--- src/logic/msw_consts.svh ---
// Constants for the multi-stage watchdog
`ifndef MSW_CONSTS_SVH
`define MSW_CONSTS_SVH
`define MSW_STAGES 4
`define MSW_CNT_W 32
`define MSW_KEY 32'h5a5a_a5a5
`define MSW_BOOT_TIMEOUT_DEF 32'h0100_0000
`define MSW_STAGE_TIMEOUT_DEF 32'h0010_0000
`define MSW_ACT_NONE 3'h0
`define MSW_ACT_INT 3'h1
`define MSW_ACT_CPU 3'h2
`define MSW_ACT_CORE 3'h3
`define MSW_ACT_SYS 3'h4
`endif

--- src/logic/msw_pkg.sv ---
// Types for the multi-stage watchdog
package msw_pkg;
  typedef enum logic [2:0] {
    MSW_NONE = 3'h0,
    MSW_INT = 3'h1,
    MSW_CPU = 3'h2,
    MSW_CORE = 3'h3,
    MSW_SYS = 3'h4
  } msw_act_type;
  typedef struct packed {
    logic [3:0] stage_en;
    logic [3:0][2:0] stage_act;
    logic [3:0][31:0] stage_timeout;
    logic enable;
  } msw_cfg_type;
  typedef struct packed {
    logic irq;
    logic cpu_rst;
    logic core_rst;
    logic sys_rst;
  } msw_out_type;
endpackage

--- src/logic/msw_core.sv ---
// One watchdog instance: four stages on a 32-bit expiry counter
`timescale 1ns/1ps
`include "msw_consts.svh"
module msw_core #(
  parameter bit SYS_RESET_OK = 1'b0,
  parameter bit BOOT_AUTO = 1'b0,
  parameter logic [31:0] BOOT_TIMEOUT = `MSW_BOOT_TIMEOUT_DEF
) (
  input wire logic mclk, // Clock
  input wire logic rst_b, // Async reset, low
  input wire logic flash_boot, // Flash boot in progress
  input wire logic boot_done, // Boot finished pulse
  input wire msw_pkg::msw_cfg_type cfg, // Active configuration
  input wire logic feed, // Feed pulse
  output msw_pkg::msw_out_type act, // Action pulses
  output logic [1:0] stage, // Current stage
  output logic running // Counting
);
  logic [31:0] cnt;
  logic [31:0] next_cnt;
  logic [1:0] next_stage;
  logic boot_guard;
  logic next_boot_guard;
  logic strap_seen;
  logic next_strap_seen;
  logic next_running;
  msw_pkg::msw_out_type next_act;
  logic [2:0] cur_act;

  always_comb begin
    next_cnt = cnt;
    next_stage = stage;
    next_act = '0;
    next_strap_seen = 1'b1;
    next_boot_guard = boot_guard;
    cur_act = cfg.stage_act[stage];
    if (!strap_seen && BOOT_AUTO && flash_boot) next_boot_guard = 1'b1;
    if (boot_done) next_boot_guard = 1'b0;
    next_running = cfg.enable || next_boot_guard;
    if (boot_guard) begin
      next_cnt = cnt + 32'h1;
      if (cnt >= BOOT_TIMEOUT) begin
        next_act.sys_rst = 1'b1;
        next_cnt = '0;
      end
    end else if (!running || feed) begin
      next_cnt = '0;
      next_stage = 2'h0;
    end else if (!cfg.stage_en[stage]) begin
      next_cnt = '0;
      next_stage = stage + 2'h1;
    end else if (cnt >= cfg.stage_timeout[stage]) begin
      next_cnt = '0;
      next_stage = stage + 2'h1;
      unique case (cur_act)
        `MSW_ACT_INT: next_act.irq = 1'b1;
        `MSW_ACT_CPU: next_act.cpu_rst = 1'b1;
        `MSW_ACT_CORE: next_act.core_rst = 1'b1;
        `MSW_ACT_SYS: next_act.sys_rst = SYS_RESET_OK;
        default: next_act = '0;
      endcase
    end else begin
      next_cnt = cnt + 32'h1;
    end
  end

  always_ff @(posedge mclk or negedge rst_b) begin
    if (!rst_b) begin
      cnt <= '0;
      stage <= 2'h0;
      act <= '0;
      running <= 1'b0;
      boot_guard <= 1'b0;
      strap_seen <= 1'b0;
    end else begin
      cnt <= next_cnt;
      stage <= next_stage;
      act <= next_act;
      running <= next_running;
      boot_guard <= next_boot_guard;
      strap_seen <= next_strap_seen;
    end
  end

  feed_clears_a: assert property (@(posedge mclk) disable iff (!rst_b)
    feed && running && !boot_guard |=> cnt == 32'h0 && stage == 2'h0)
    else $error("feed did not restart watchdog");
  boot_reset_a: assert property (@(posedge mclk) disable iff (!rst_b)
    boot_guard && cnt >= BOOT_TIMEOUT |=> act.sys_rst)
    else $error("boot guard did not reset system");
  no_sys_a: assert property (@(posedge mclk) disable iff (!rst_b)
    !SYS_RESET_OK |-> !act.sys_rst || $past(boot_guard))
    else $error("system reset from main watchdog stage");
  stage_act_a: assert property (@(posedge mclk) disable iff (!rst_b)
    running && !boot_guard && !feed && cfg.stage_en[stage] && cur_act == `MSW_ACT_INT
    && cnt >= cfg.stage_timeout[stage] |=> act.irq ##0 stage == $past(stage) + 2'h1)
    else $error("stage expiry action missing");
  skip_a: assert property (@(posedge mclk) disable iff (!rst_b)
    running && !boot_guard && !feed && !cfg.stage_en[stage] |=> !act.irq)
    else $error("disabled stage acted");
  count_a: assert property (@(posedge mclk) disable iff (!rst_b)
    running && !boot_guard && !feed && cfg.stage_en[stage] && cnt < cfg.stage_timeout[stage]
    |=> cnt == $past(cnt) + 32'h1)
    else $error("counter did not advance");
  stage_cov_c: cover property (@(posedge mclk) disable iff (!rst_b) stage == 2'h3);
  irq_cov_c: cover property (@(posedge mclk) disable iff (!rst_b) act.irq);
  boot_cov_c: cover property (@(posedge mclk) disable iff (!rst_b) boot_guard ##1 !boot_guard);
endmodule

--- src/logic/msw_top.sv ---
// Three watchdog instances with per-watchdog write-lock configuration logic
`timescale 1ns/1ps
`include "msw_consts.svh"
// What this block does
// - three watchdogs: two main, one RTC domain
// - four stages, each its own timeout
// - each stage enabled or disabled separately
// - main expiry: interrupt, CPU or core reset
// - RTC watchdog may also reset system
// - configuration writes blocked unless lock released
// - flash boot auto-enables RTC and first group
// - boot overrun reboots whole main system
module msw_top #(
  parameter logic [31:0] BOOT_TIMEOUT = `MSW_BOOT_TIMEOUT_DEF,
  parameter logic [31:0] UNLOCK_KEY = `MSW_KEY
) (
  input wire logic mclk, // Clock 200 MHz
  input wire logic rst_b, // Async reset, low
  input wire logic flash_boot, // Booting from flash
  input wire logic boot_done, // Boot complete pulse
  input wire logic [31:0] key_data, // Write-protect key
  input wire logic key_wr, // Key write strobe
  input wire logic [1:0] cfg_sel, // Watchdog select 0/1 main, 2 RTC
  input wire logic cfg_wr, // Configuration write strobe
  input wire msw_pkg::msw_cfg_type cfg_data, // Configuration value
  input wire logic [2:0] feed, // Feed pulses
  output logic [2:0] locked, // Lock state per watchdog
  output logic [2:0] irq, // Interrupt per watchdog
  output logic cpu_rst, // CPU reset request
  output logic core_rst, // Core reset request
  output logic sys_rst, // System reset request
  output logic [5:0] stage // Stage per watchdog
);
  ////////////////////////////////////////////////////////////////////
  msw_pkg::msw_cfg_type cfg [3];
  msw_pkg::msw_cfg_type next_cfg [3];
  logic [2:0] next_locked;
  msw_pkg::msw_out_type act [3];
  logic [1:0] st [3];
  logic [2:0] run;
  logic [2:0] next_irq;
  logic next_cpu;
  logic next_core;
  logic next_sys;

  function automatic logic sel_hit(input logic [1:0] sel, input int idx);
    sel_hit = (sel == idx[1:0]);
  endfunction

  always_comb begin
    next_locked = locked;
    for (int i = 0; i < 3; i++) begin
      next_cfg[i] = cfg[i];
      if (key_wr && sel_hit(cfg_sel, i))
        next_locked[i] = (key_data != UNLOCK_KEY);
      if (cfg_wr && sel_hit(cfg_sel, i) && !locked[i])
        next_cfg[i] = cfg_data;
    end
  end

  always_ff @(posedge mclk or negedge rst_b) begin
    if (!rst_b) begin
      locked <= 3'h7;
      for (int i = 0; i < 3; i++) begin
        cfg[i] <= '0;
      end
    end else begin
      locked <= next_locked;
      for (int i = 0; i < 3; i++) begin
        cfg[i] <= next_cfg[i];
      end
    end
  end

  ////////////////////////////////////////////////////////////////////
  // Instances 0 and 1 are main watchdogs, 2 sits in the RTC domain
  msw_core #(
    .SYS_RESET_OK(1'b0),
    .BOOT_AUTO(1'b1),
    .BOOT_TIMEOUT(BOOT_TIMEOUT)
  ) u_main0 (
    .mclk(mclk),
    .rst_b(rst_b),
    .flash_boot(flash_boot),
    .boot_done(boot_done),
    .cfg(cfg[0]),
    .feed(feed[0]),
    .act(act[0]),
    .stage(st[0]),
    .running(run[0])
  );
  msw_core #(
    .SYS_RESET_OK(1'b0),
    .BOOT_AUTO(1'b0),
    .BOOT_TIMEOUT(BOOT_TIMEOUT)
  ) u_main1 (
    .mclk(mclk),
    .rst_b(rst_b),
    .flash_boot(flash_boot),
    .boot_done(boot_done),
    .cfg(cfg[1]),
    .feed(feed[1]),
    .act(act[1]),
    .stage(st[1]),
    .running(run[1])
  );
  msw_core #(
    .SYS_RESET_OK(1'b1),
    .BOOT_AUTO(1'b1),
    .BOOT_TIMEOUT(BOOT_TIMEOUT)
  ) u_rtc (
    .mclk(mclk),
    .rst_b(rst_b),
    .flash_boot(flash_boot),
    .boot_done(boot_done),
    .cfg(cfg[2]),
    .feed(feed[2]),
    .act(act[2]),
    .stage(st[2]),
    .running(run[2])
  );

  always_comb begin
    next_irq = {act[2].irq, act[1].irq, act[0].irq};
    next_cpu = act[0].cpu_rst | act[1].cpu_rst | act[2].cpu_rst;
    next_core = act[0].core_rst | act[1].core_rst | act[2].core_rst;
    next_sys = act[0].sys_rst | act[1].sys_rst | act[2].sys_rst;
  end

  always_ff @(posedge mclk or negedge rst_b) begin
    if (!rst_b) begin
      irq <= 3'h0;
      cpu_rst <= 1'b0;
      core_rst <= 1'b0;
      sys_rst <= 1'b0;
      stage <= 6'h0;
    end else begin
      irq <= next_irq;
      cpu_rst <= next_cpu;
      core_rst <= next_core;
      sys_rst <= next_sys;
      stage <= {st[2], st[1], st[0]};
    end
  end

  ////////////////////////////////////////////////////////////////////
  // Write protection, per watchdog
  locked_write_a: assert property (@(posedge mclk) disable iff (!rst_b)
    cfg_wr && cfg_sel == 2'h1 && locked[1] |=> cfg[1] == $past(cfg[1]))
    else $error("locked configuration changed");
  lock_keep0_a: assert property (@(posedge mclk) disable iff (!rst_b)
    cfg_wr && cfg_sel == 2'h0 && locked[0] |=> cfg[0] == $past(cfg[0]))
    else $error("locked configuration 0 changed");
  lock_keep2_a: assert property (@(posedge mclk) disable iff (!rst_b)
    cfg_wr && cfg_sel == 2'h2 && locked[2] |=> cfg[2] == $past(cfg[2]))
    else $error("locked configuration 2 changed");
  open_write0_a: assert property (@(posedge mclk) disable iff (!rst_b)
    cfg_wr && cfg_sel == 2'h0 && !locked[0] |=> cfg[0] == $past(cfg_data))
    else $error("open configuration 0 not written");
  open_write1_a: assert property (@(posedge mclk) disable iff (!rst_b)
    cfg_wr && cfg_sel == 2'h1 && !locked[1] |=> cfg[1] == $past(cfg_data))
    else $error("open configuration 1 not written");
  open_write2_a: assert property (@(posedge mclk) disable iff (!rst_b)
    cfg_wr && cfg_sel == 2'h2 && !locked[2] |=> cfg[2] == $past(cfg_data))
    else $error("open configuration 2 not written");
  unlock_a: assert property (@(posedge mclk) disable iff (!rst_b)
    key_wr && cfg_sel == 2'h0 && key_data == UNLOCK_KEY |=> !locked[0])
    else $error("key did not release lock");
  unlock1_a: assert property (@(posedge mclk) disable iff (!rst_b)
    key_wr && cfg_sel == 2'h1 && key_data == UNLOCK_KEY |=> !locked[1])
    else $error("key did not release lock 1");
  unlock2_a: assert property (@(posedge mclk) disable iff (!rst_b)
    key_wr && cfg_sel == 2'h2 && key_data == UNLOCK_KEY |=> !locked[2])
    else $error("key did not release lock 2");
  relock0_a: assert property (@(posedge mclk) disable iff (!rst_b)
    key_wr && cfg_sel == 2'h0 && key_data != UNLOCK_KEY |=> locked[0])
    else $error("wrong key left lock 0 open");
  relock1_a: assert property (@(posedge mclk) disable iff (!rst_b)
    key_wr && cfg_sel == 2'h1 && key_data != UNLOCK_KEY |=> locked[1])
    else $error("wrong key left lock 1 open");
  relock2_a: assert property (@(posedge mclk) disable iff (!rst_b)
    key_wr && cfg_sel == 2'h2 && key_data != UNLOCK_KEY |=> locked[2])
    else $error("wrong key left lock 2 open");
  lock_hold_a: assert property (@(posedge mclk) disable iff (!rst_b)
    !key_wr |=> locked == $past(locked))
    else $error("lock changed without key write");
  spare_key_a: assert property (@(posedge mclk) disable iff (!rst_b)
    key_wr && cfg_sel == 2'h3 |=> locked == $past(locked))
    else $error("unused select changed a lock");
  spare_sel_a: assert property (@(posedge mclk) disable iff (!rst_b)
    cfg_wr && cfg_sel == 2'h3
    |=> cfg[0] == $past(cfg[0]) && cfg[1] == $past(cfg[1]) && cfg[2] == $past(cfg[2]))
    else $error("unused select changed a configuration");

  // Outputs of each watchdog as seen at the pins
  main1_nosys_a: assert property (@(posedge mclk) disable iff (!rst_b)
    !act[1].sys_rst)
    else $error("second main watchdog asked for system reset");
  rtc_sys_a: assert property (@(posedge mclk) disable iff (!rst_b)
    act[2].sys_rst |=> sys_rst)
    else $error("RTC system reset not passed out");
  idle_quiet0_a: assert property (@(posedge mclk) disable iff (!rst_b)
    !run[0] |-> ##2 !irq[0])
    else $error("idle watchdog 0 raised interrupt");
  idle_quiet1_a: assert property (@(posedge mclk) disable iff (!rst_b)
    !run[1] |-> ##2 !irq[1])
    else $error("idle watchdog 1 raised interrupt");
  idle_quiet2_a: assert property (@(posedge mclk) disable iff (!rst_b)
    !run[2] |-> ##2 !irq[2])
    else $error("idle watchdog 2 raised interrupt");
  feed_stage0_a: assert property (@(posedge mclk) disable iff (!rst_b)
    feed[0] && run[0] |-> ##2 stage[1:0] == 2'h0)
    else $error("feed did not return watchdog 0 to first stage");
  feed_stage1_a: assert property (@(posedge mclk) disable iff (!rst_b)
    feed[1] && run[1] |-> ##2 stage[3:2] == 2'h0)
    else $error("feed did not return watchdog 1 to first stage");
  feed_stage2_a: assert property (@(posedge mclk) disable iff (!rst_b)
    feed[2] && run[2] |-> ##2 stage[5:4] == 2'h0)
    else $error("feed did not return watchdog 2 to first stage");
  unlock_cov_c: cover property (@(posedge mclk) disable iff (!rst_b) !locked[2] ##1 cfg_wr);
  sys_cov_c: cover property (@(posedge mclk) disable iff (!rst_b) sys_rst);
endmodule

--- config.mk ---
export PLATFORM = sky130hd
export DESIGN_NAME = msw_top
export DESIGN_NICKNAME = d
export VERILOG_FILES = /design/src/logic/msw_pkg.sv /design/src/logic/msw_core.sv /design/src/logic/msw_top.sv
export VERILOG_INCLUDE_DIRS = /design/src /design/src/logic
export SDC_FILE = /design/constraint.sdc
export NUM_CORES = 1
export LEC_CHECK = 0
export ABC_AREA = 1
export BUFFER_PORTS_ARGS = -buffer_cell sky130_fd_sc_hd__buf_2
export CELL_PAD_IN_SITES_DETAIL_PLACEMENT = 1
export CELL_PAD_IN_SITES_GLOBAL_PLACEMENT = 2
export CORE_ASPECT_RATIO = 1.25
export CORE_MARGIN = 1
export CORE_UTILIZATION = 37
export DETAILED_ROUTE_END_ITERATION = 10
export PLACE_DENSITY_LB_ADDON = 0.1
export SETUP_SLACK_MARGIN = 0.05
export SLEW_MARGIN = 20
export SYNTH_ARGS = -nofsm -noshare
export SYNTH_HDL_FRONTEND = slang
export SYNTH_HIERARCHICAL = 1
export SYNTH_SLANG_ARGS = --single-unit
export TNS_END_PERCENT = 5
--- constraint.sdc ---
create_clock -name mclk -period 3.4 [get_ports mclk]
set_input_delay 0.85 -clock mclk [delete_from_list [all_inputs] [get_ports mclk]]
set_output_delay 0.85 -clock mclk [all_outputs]
set_load 0.1 [all_outputs]
==> results.json, run 1 <==
{
  "cp-endpoint": "u_main0/cnt[11]$_DFF_PN0_",
  "met3_usage_pct": 2.47,
  "cpMostUsedCell": "nand2_1",
  "power.switching_mw": 6.56,
  "syn_avg_cell_area_um2": 8.50,
  "fin_cells": 4576,
  "hold_viol_final": 0,
  "drive_gt1_share_pct": 14.3,
  "multi_input_area_mm2": 0.0123,
  "ys_warn_count": 6,
  "die-area_mm2": 0.0786,
  "cp_slowest_cell": "dfrtp_2",
  "switching_share_pct": 31.9,
  "crit_chain": "buf_12 -> nand2_1 -> a32o_1 -> ha_1 -> nand2_1 -> nor2_1 -> nand2_1 -> nor2_1 -> nor2_1 -> nand2_1 -> nand2_1 -> nand3_2 -> nand2_2 -> nand2_2 -> buf_4 -> nor2_1",
  "ys_types": 55,
  "outcome": "complete, no violations",
  "cap_viol_max_count": 0,
  "post_cts_buffers": 0,
  "seqPwrFrac_pct": 41.8,
  "grt_overflow_total": 0,
  "critPathMaxFanout": 76,
  "synth_area_mm2": 0.0287,
  "syn_to_final_growth_pct": 15.7,
  "pwr-share-clk_pct": 36.3,
  "path_class": "reg2reg",
  "reg2reg_to": "u_main0/cnt[11]$_DFF_PN0_",
  "core_mm2": 0.0763,
  "met2_usage_pct": 42.6,
  "setup_viol_count_final": 0,
  "syn_inst": 3372,
  "rsz0062_at_grt": "yes",
  "numCtsBuffers": 66,
  "die_h_um": 313,
  "post_drt_via_cell_ratio": 5.15,
  "synthFlopType": "dfrtp_1",
  "grt_start_max_net_pins": 110,
  "skew_ps": 23.4,
  "cp.arrival_ps": 3660,
  "fin_ws_ps": 217,
  "timing.hold.ws_ps": 111,
  "yosysSeqAreaShare_pct": 49.9,
  "startpoint_type": "flop",
  "max_stage_delay_ps": 390,
  "numPortBuffers": 202,
  "cts_root_buf": "clkbuf_16",
  "reg2reg_depth": 16,
  "route.antenna.remaining_nets": 0,
  "num_rows": 113,
  "fillers": 9052,
  "fin_crit_sh_pct": 93.6,
  "die_w_um": 251,
  "post_drt_wl_per_cell_um": 20.2,
  "drtPass1Iterations": 5,
  "nets": 3837,
  "cts_buffer_depth": 3,
  "power_density_mw_per_mm2": 621,
  "yosysTopAreaCell": "dfrtp_1",
  "antenna_found_initial": 1,
  "path_delay_family": "simple AND/OR/NAND/NOR gates",
  "power.leakage_nw": 16.1,
  "grtUsageTotal_pct": 24.1,
  "ys_async_sr_fraction_pct": 100,
  "internal_power_mw": 14.0,
  "max_freq_mhz": 314,
  "cts_tree": "yes",
  "gp_congestion": 0.832,
  "grt.busiest_layer": "met2",
  "drcViolationCount": 0,
  "critPathCaptureType": "flop",
  "cts_max_level": 3,
  "final_common_cell": "nand2_1",
  "r2r-start": "u_main0/stage[0]$_DFFE_PN0P_",
  "crit_start": "u_main0/stage[0]$_DFFE_PN0P_",
  "vdd_drop_max_uv": 349,
  "synth_area_leaders": "dfrtp_1, nand2_1, o21ai_0, ha_1, inv_1",
  "cp.depth": 16,
  "critPathRequiredTime_ps": 3880,
  "grt_use_met1_pct": 31.4,
  "drv_slew": 0,
  "wirelength_um": 92700,
  "timing.final.crit_period_ps": 3180,
  "grt_pass1_vias": 25300,
  "drt_iter0_drc": 1121,
  "yosys_register_bits": 572,
  "worst_pin_slew_ps": 806,
  "vias": 23600,
  "synth_edf_count": 0,
  "io_pins": 203,
  "insertion_delay_ps": 620,
  "maxSlewHeadroom_pct": 45.8,
  "grt_pass1_wl_um": 148000,
  "synth_nets": 3662,
  "hold_class": "in2async",
  "synth_top_area_share_pct": 49.7,
  "clkSinkCount": 572,
  "critPathBufInv": 2,
  "start_util_pct": 37.6,
  "place_hpwl_um": 67800,
  "comb_power_share_pct": 22.0,
  "dp_cells": 4456,
  "layout.area.seq_mm2": 0.0143,
  "ff2ff_setup_slack_ps": 220,
  "place_ws_ps": 246,
  "tns_ps": 0,
  "clk_pin_slew_ps": 60,
  "most-common-layout-cells": "nand2_1, dfrtp_1, o21ai_0"
}
==> state kept, by name, summed over array words and instances, names as in the netlist, 4 cells and up <==
name	cells
cfg	435
u_rtc/cnt	32
u_main1/act	4
stage	6
u_main0/cnt	32
u_main1/cnt	32
u_main0/act	4
u_rtc/act	4
==> cells in the mapped netlist, drive strengths merged, types with 4 or more instances <==
| cell type | instances |
|---|---|
| a21o | 6 |
| a21oi | 140 |
| a32o | 92 |
| a32oi | 4 |
| buf | 98 |
| clkbuf | 73 |
| dfrtp | 569 |
| ha | 102 |
| inv | 278 |
| nand2 | 1043 |
| nand3 | 37 |
| nand4 | 35 |
| nor2 | 276 |
| nor3 | 21 |
| nor4 | 13 |
| o21a | 6 |
| o21ai | 471 |
| o22ai | 9 |
| or2 | 6 |
| xnor2 | 37 |
| xor2 | 38 |
==> worst min path at each step <==
stage | from | end | slack (ps) | cells after the start
after floorplan | u_main0/act[3]$_DFF_PN0_ | irq[0]$_DFF_PN0_ | 330 | 0
final | rst_b | u_main0/cnt[27]$_DFF_PN0_ | 110 | 1
after CTS | rst_b | u_main0/cnt[27]$_DFF_PN0_ | 90 | 1
after detailed placement | u_main0/act[3]$_DFF_PN0_ | irq[0]$_DFF_PN0_ | 340 | 0
after global placement | u_main0/act[3]$_DFF_PN0_ | irq[0]$_DFF_PN0_ | 340 | 0
after global routing | rst_b | u_main0/cnt[27]$_DFF_PN0_ | 110 | 1
==> cell families (layout without fill, tap and decap cells) <==
kind of cell | count (synthesis) | count (layout) | share of synthesized area, %
and+or+nand+nor | 1438 | 1438 | 21.3
AOI/OAI and AO/OA | 733 | 733 | 14.8
DFF | 572 | 572 | 49.9
buffers and inverters | 450 | 676 | 7.18
adders and majority gates | 102 | 102 | 4.45
xor gates and xnor gates | 75 | 75 | 2.32
other | 2 | 3 | 0.0262
==> power groups by stage <==
stage	clock network (mW)	logic, mW	registers, mW
final	7.46	4.53	8.59
after CTS	7.65	4.62	8.60
after global routing	7.93	5.11	8.74
after floorplan	0	2.80	8.61
after global placement	0	4.42	8.67
after detailed placement	0	4.59	8.71
==> layout make-up <==
class	count	share of cell area, %
Timing Repair Buffer	278	5.97
Multi-Input combinational cell	2350	37.2
Sequential cell	572	43.2
Inverter	279	3.16
Antenna cell	1	0.00755
Clock buffer	100	6.04
Clock inverter	19	0.796
Tap cell	977	3.69
==> timing repair <==
| action | 4_1_cts | 5_1_grt |
|---|---|---|
| gates resized for setup | 0 | 1 |
| hold buffers | 0 | 0 |
| setup endpoints to repair | 0 | 4 |
==> layer usage <==
metal / vias to the layer above / part of all wire [%]
met5: - / 0
met4: 0 / 1.8
met3: 98 / 2.6
met2: 305 / 50
met1: 11800 / 46
li1: 11300 / -
==> stage by stage <==
stage | utilization [%] | instance area, um2 | power (mW)
global placement | 40.5 | 30900 | 13.1
global route | 43.4 | 33200 | 21.8
detailed placement | 40.5 | 30900 | 13.3
finish | 43.4 | 33200 | 20.6
floorplan | - | 28700 | 11.4
CTS | 43.4 | 33200 | 20.9
Power figures use the tool's default switching activity.
==> run 2: changes to the inputs <==
- CORE_UTILIZATION: 37 -> 34
- GPL_TIMING_DRIVEN: default -> 0
- SKIP_LAST_GASP: default -> 1
- clock period: 3.4 -> 2.7 ns (I/O delays scaled with it)
==> run 2 against run 1 <==
- the run now ends with setup timing left
- sequential share of layout area shrank 3.5 points
- critical path depth is the same
- die area rose by 8.8%
- utilization about the same
- setup slack got worse by 670 ps
- largest cell class unchanged
- clock power up 29%
- combinational power is 79% higher
- first-iteration DRC count up 74%
- routed wire length grew 46%
- power up 39%
==> results.json, run 2 (same netlist as run 1, synthesis figures left out) <==
{
  "final_core_util_pct": 43.4,
  "numPortBuffers": 202,
  "cts_buffer_depth": 3,
  "power.leakage_nw": 17.3,
  "ff2ff_setup_slack_ps": -460,
  "max_freq_mhz": 317,
  "numCtsBuffers": 69,
  "cp-endpoint": "u_main1/cnt[18]$_DFF_PN0_",
  "grtUsageTotal_pct": 31.2,
  "syn_to_final_growth_pct": 25.9,
  "path_class": "reg2reg",
  "clkSinkCount": 572,
  "outcome": "finished, violations left",
  "cp_slowest_cell": "dfrtp_2",
  "post_drt_wl_per_cell_um": 27.9,
  "antenna_found_initial": 4,
  "post_drt_via_cell_ratio": 5.40,
  "timing.final.crit_period_ps": 3160,
  "final_common_cell": "nand2_1",
  "core_mm2": 0.0831,
  "diodes": 0,
  "worst_pin_slew_ps": 1160,
  "cts_root_buf": "clkbuf_16",
  "die_w_um": 262,
  "cp.arrival_ps": 3710,
  "vdd_drop_max_uv": 392,
  "setup_viol_count_final": 112,
  "grt_pass1_wl_um": 191000,
  "die_h_um": 327,
  "power_density_mw_per_mm2": 793,
  "top_register": "cfg",
  "drive_gt1_share_pct": 20.9,
  "largest_register_ffs": 435,
  "dp_cells": 4660,
  "grt_overflow_total": 0,
  "crit_start": "u_main1/stage[0]$_DFFE_PN0P_",
  "fin_crit_sh_pct": 117,
  "insertion_delay_ps": 620,
  "crit_chain": "clkinv_4 -> buf_12 -> clkbuf_16 -> buf_12 -> nand2_1 -> a32o_2 -> ha_4 -> a21oi_1 -> o21a_1 -> nand2_2 -> a21oi_4 -> nand3_4 -> nand2_4 -> nand2_8 -> clkbuf_16 -> nor2_4",
  "reg2reg_to": "u_main1/cnt[18]$_DFF_PN0_",
  "most-common-layout-cells": "nand2_1, dfrtp_1, o21ai_0",
  "gp_congestion": 0.932,
  "nets": 4017,
  "fin_ws_ps": -456,
  "vias": 26200,
  "drcViolationCount": 0,
  "max_stage_delay_ps": 470,
  "start_util_pct": 34.5,
  "grt_pass1_vias": 27400,
  "cts_max_level": 3,
  "startpoint_type": "flop",
  "place_ws_ps": -2150,
  "wirelength_um": 135000,
  "clk_pin_slew_ps": 60,
  "maxSlewHeadroom_pct": 22.0,
  "cap_viol_max_count": 0,
  "violations": "setup timing",
  "die-area_mm2": 0.0855,
  "num_rows": 118,
  "drt_iter0_drc": 1950,
  "drv_slew": 0,
  "io_pins": 203,
  "rsz0062_at_grt": "yes",
  "cts_tree": "yes",
  "grt_start_max_net_pins": 94,
  "place_hpwl_um": 98200,
  "r2r-start": "u_main1/stage[0]$_DFFE_PN0P_",
  "hold_class": "in2reg",
  "critPathRequiredTime_ps": 3250,
  "reg2reg_depth": 16,
  "route.antenna.remaining_nets": 0,
  "critPathCaptureType": "flop",
  "critPathMaxFanout": 7,
  "fin_cells": 4854,
  "drtPass1Iterations": 5,
  "hold_viol_final": 0,
  "tns_ps": -35930,
  "skew_ps": 25.1
}
## run 2: final cells by class
type                    count  area, um2
inverters                 279       1080
clock inverters            20        267
fillers                  9667      47000
multi-input cells        2350      13100
repair inverters            1       5.00
flip-flops and latches    572      14300
well taps                1080       1350
clock buffers              98       1980
plain buffers             170       1910
repair buffers            284       2120
## run 2: power breakdown
group	switching, mW	internal (mW)
logic	5.13	2.98
registers	0.927	10.0
clock network	3.95	5.66
total	10.0	18.6
## run 2: per-layer routing
layer,wire (um),global-route usage (%),up-vias
li1,-,-,11800
met1,55400,40.0,13400
met2,65300,52.5,857
met3,7510,3.52,242
met4,6990,14.3,4
met5,26,0,-
## run 2: worst min-delay path by stage
stage | end | from | slack, ps | cells after the start
2_1_floorplan | irq[0]$_DFF_PN0_ | u_main0/act[3]$_DFF_PN0_ | 330 | 0
3_3_place_gp | irq[0]$_DFF_PN0_ | u_main0/act[3]$_DFF_PN0_ | 330 | 0
3_5_place_dp | irq[2]$_DFF_PN0_ | u_rtc/act[3]$_DFF_PN0_ | 340 | 0
4_1_cts | locked[0]$_DFFE_PN1P_ | key_wr | 320 | 4
5_1_grt | locked[0]$_DFFE_PN1P_ | key_wr | 350 | 4
6_report | locked[0]$_DFFE_PN1P_ | key_wr | 350 | 4
## run 2: metrics by stage
| step | hold WS [ps] | total power [mW] | cell area (um2) |
|---|---|---|---|
| 2_1_floorplan | 331 | 14.4 | 28700 |
| 3_3_place_gp | 333 | 17.3 | 31100 |
| 3_5_place_dp | 336 | 17.6 | 31200 |
| 4_1_cts | 317 | 27.9 | 34900 |
| 5_1_grt | 352 | 29.8 | 36100 |
| 6_report | 346 | 28.6 | 36100 |
## run 2: what timing repair did
action / 4_1_cts / 5_1_grt
buffers inserted: 24 / 33
cloned: 5 / 14
hold endpoints to repair: 1 / 0
setup endpoints to repair: 112 / 112
hold buffers: 1 / 0
pin swaps: 22 / 49
resized for setup: 297 / 151
## run 2: critical path, delay by kind of cell, from the launching register on
family / cells / cell delay [ps]
compound gates: 4 / 860
fa+ha+maj: 1 / 240
buf+inv: 5 / 820
flops: 1 / 470
simple gates: 6 / 630
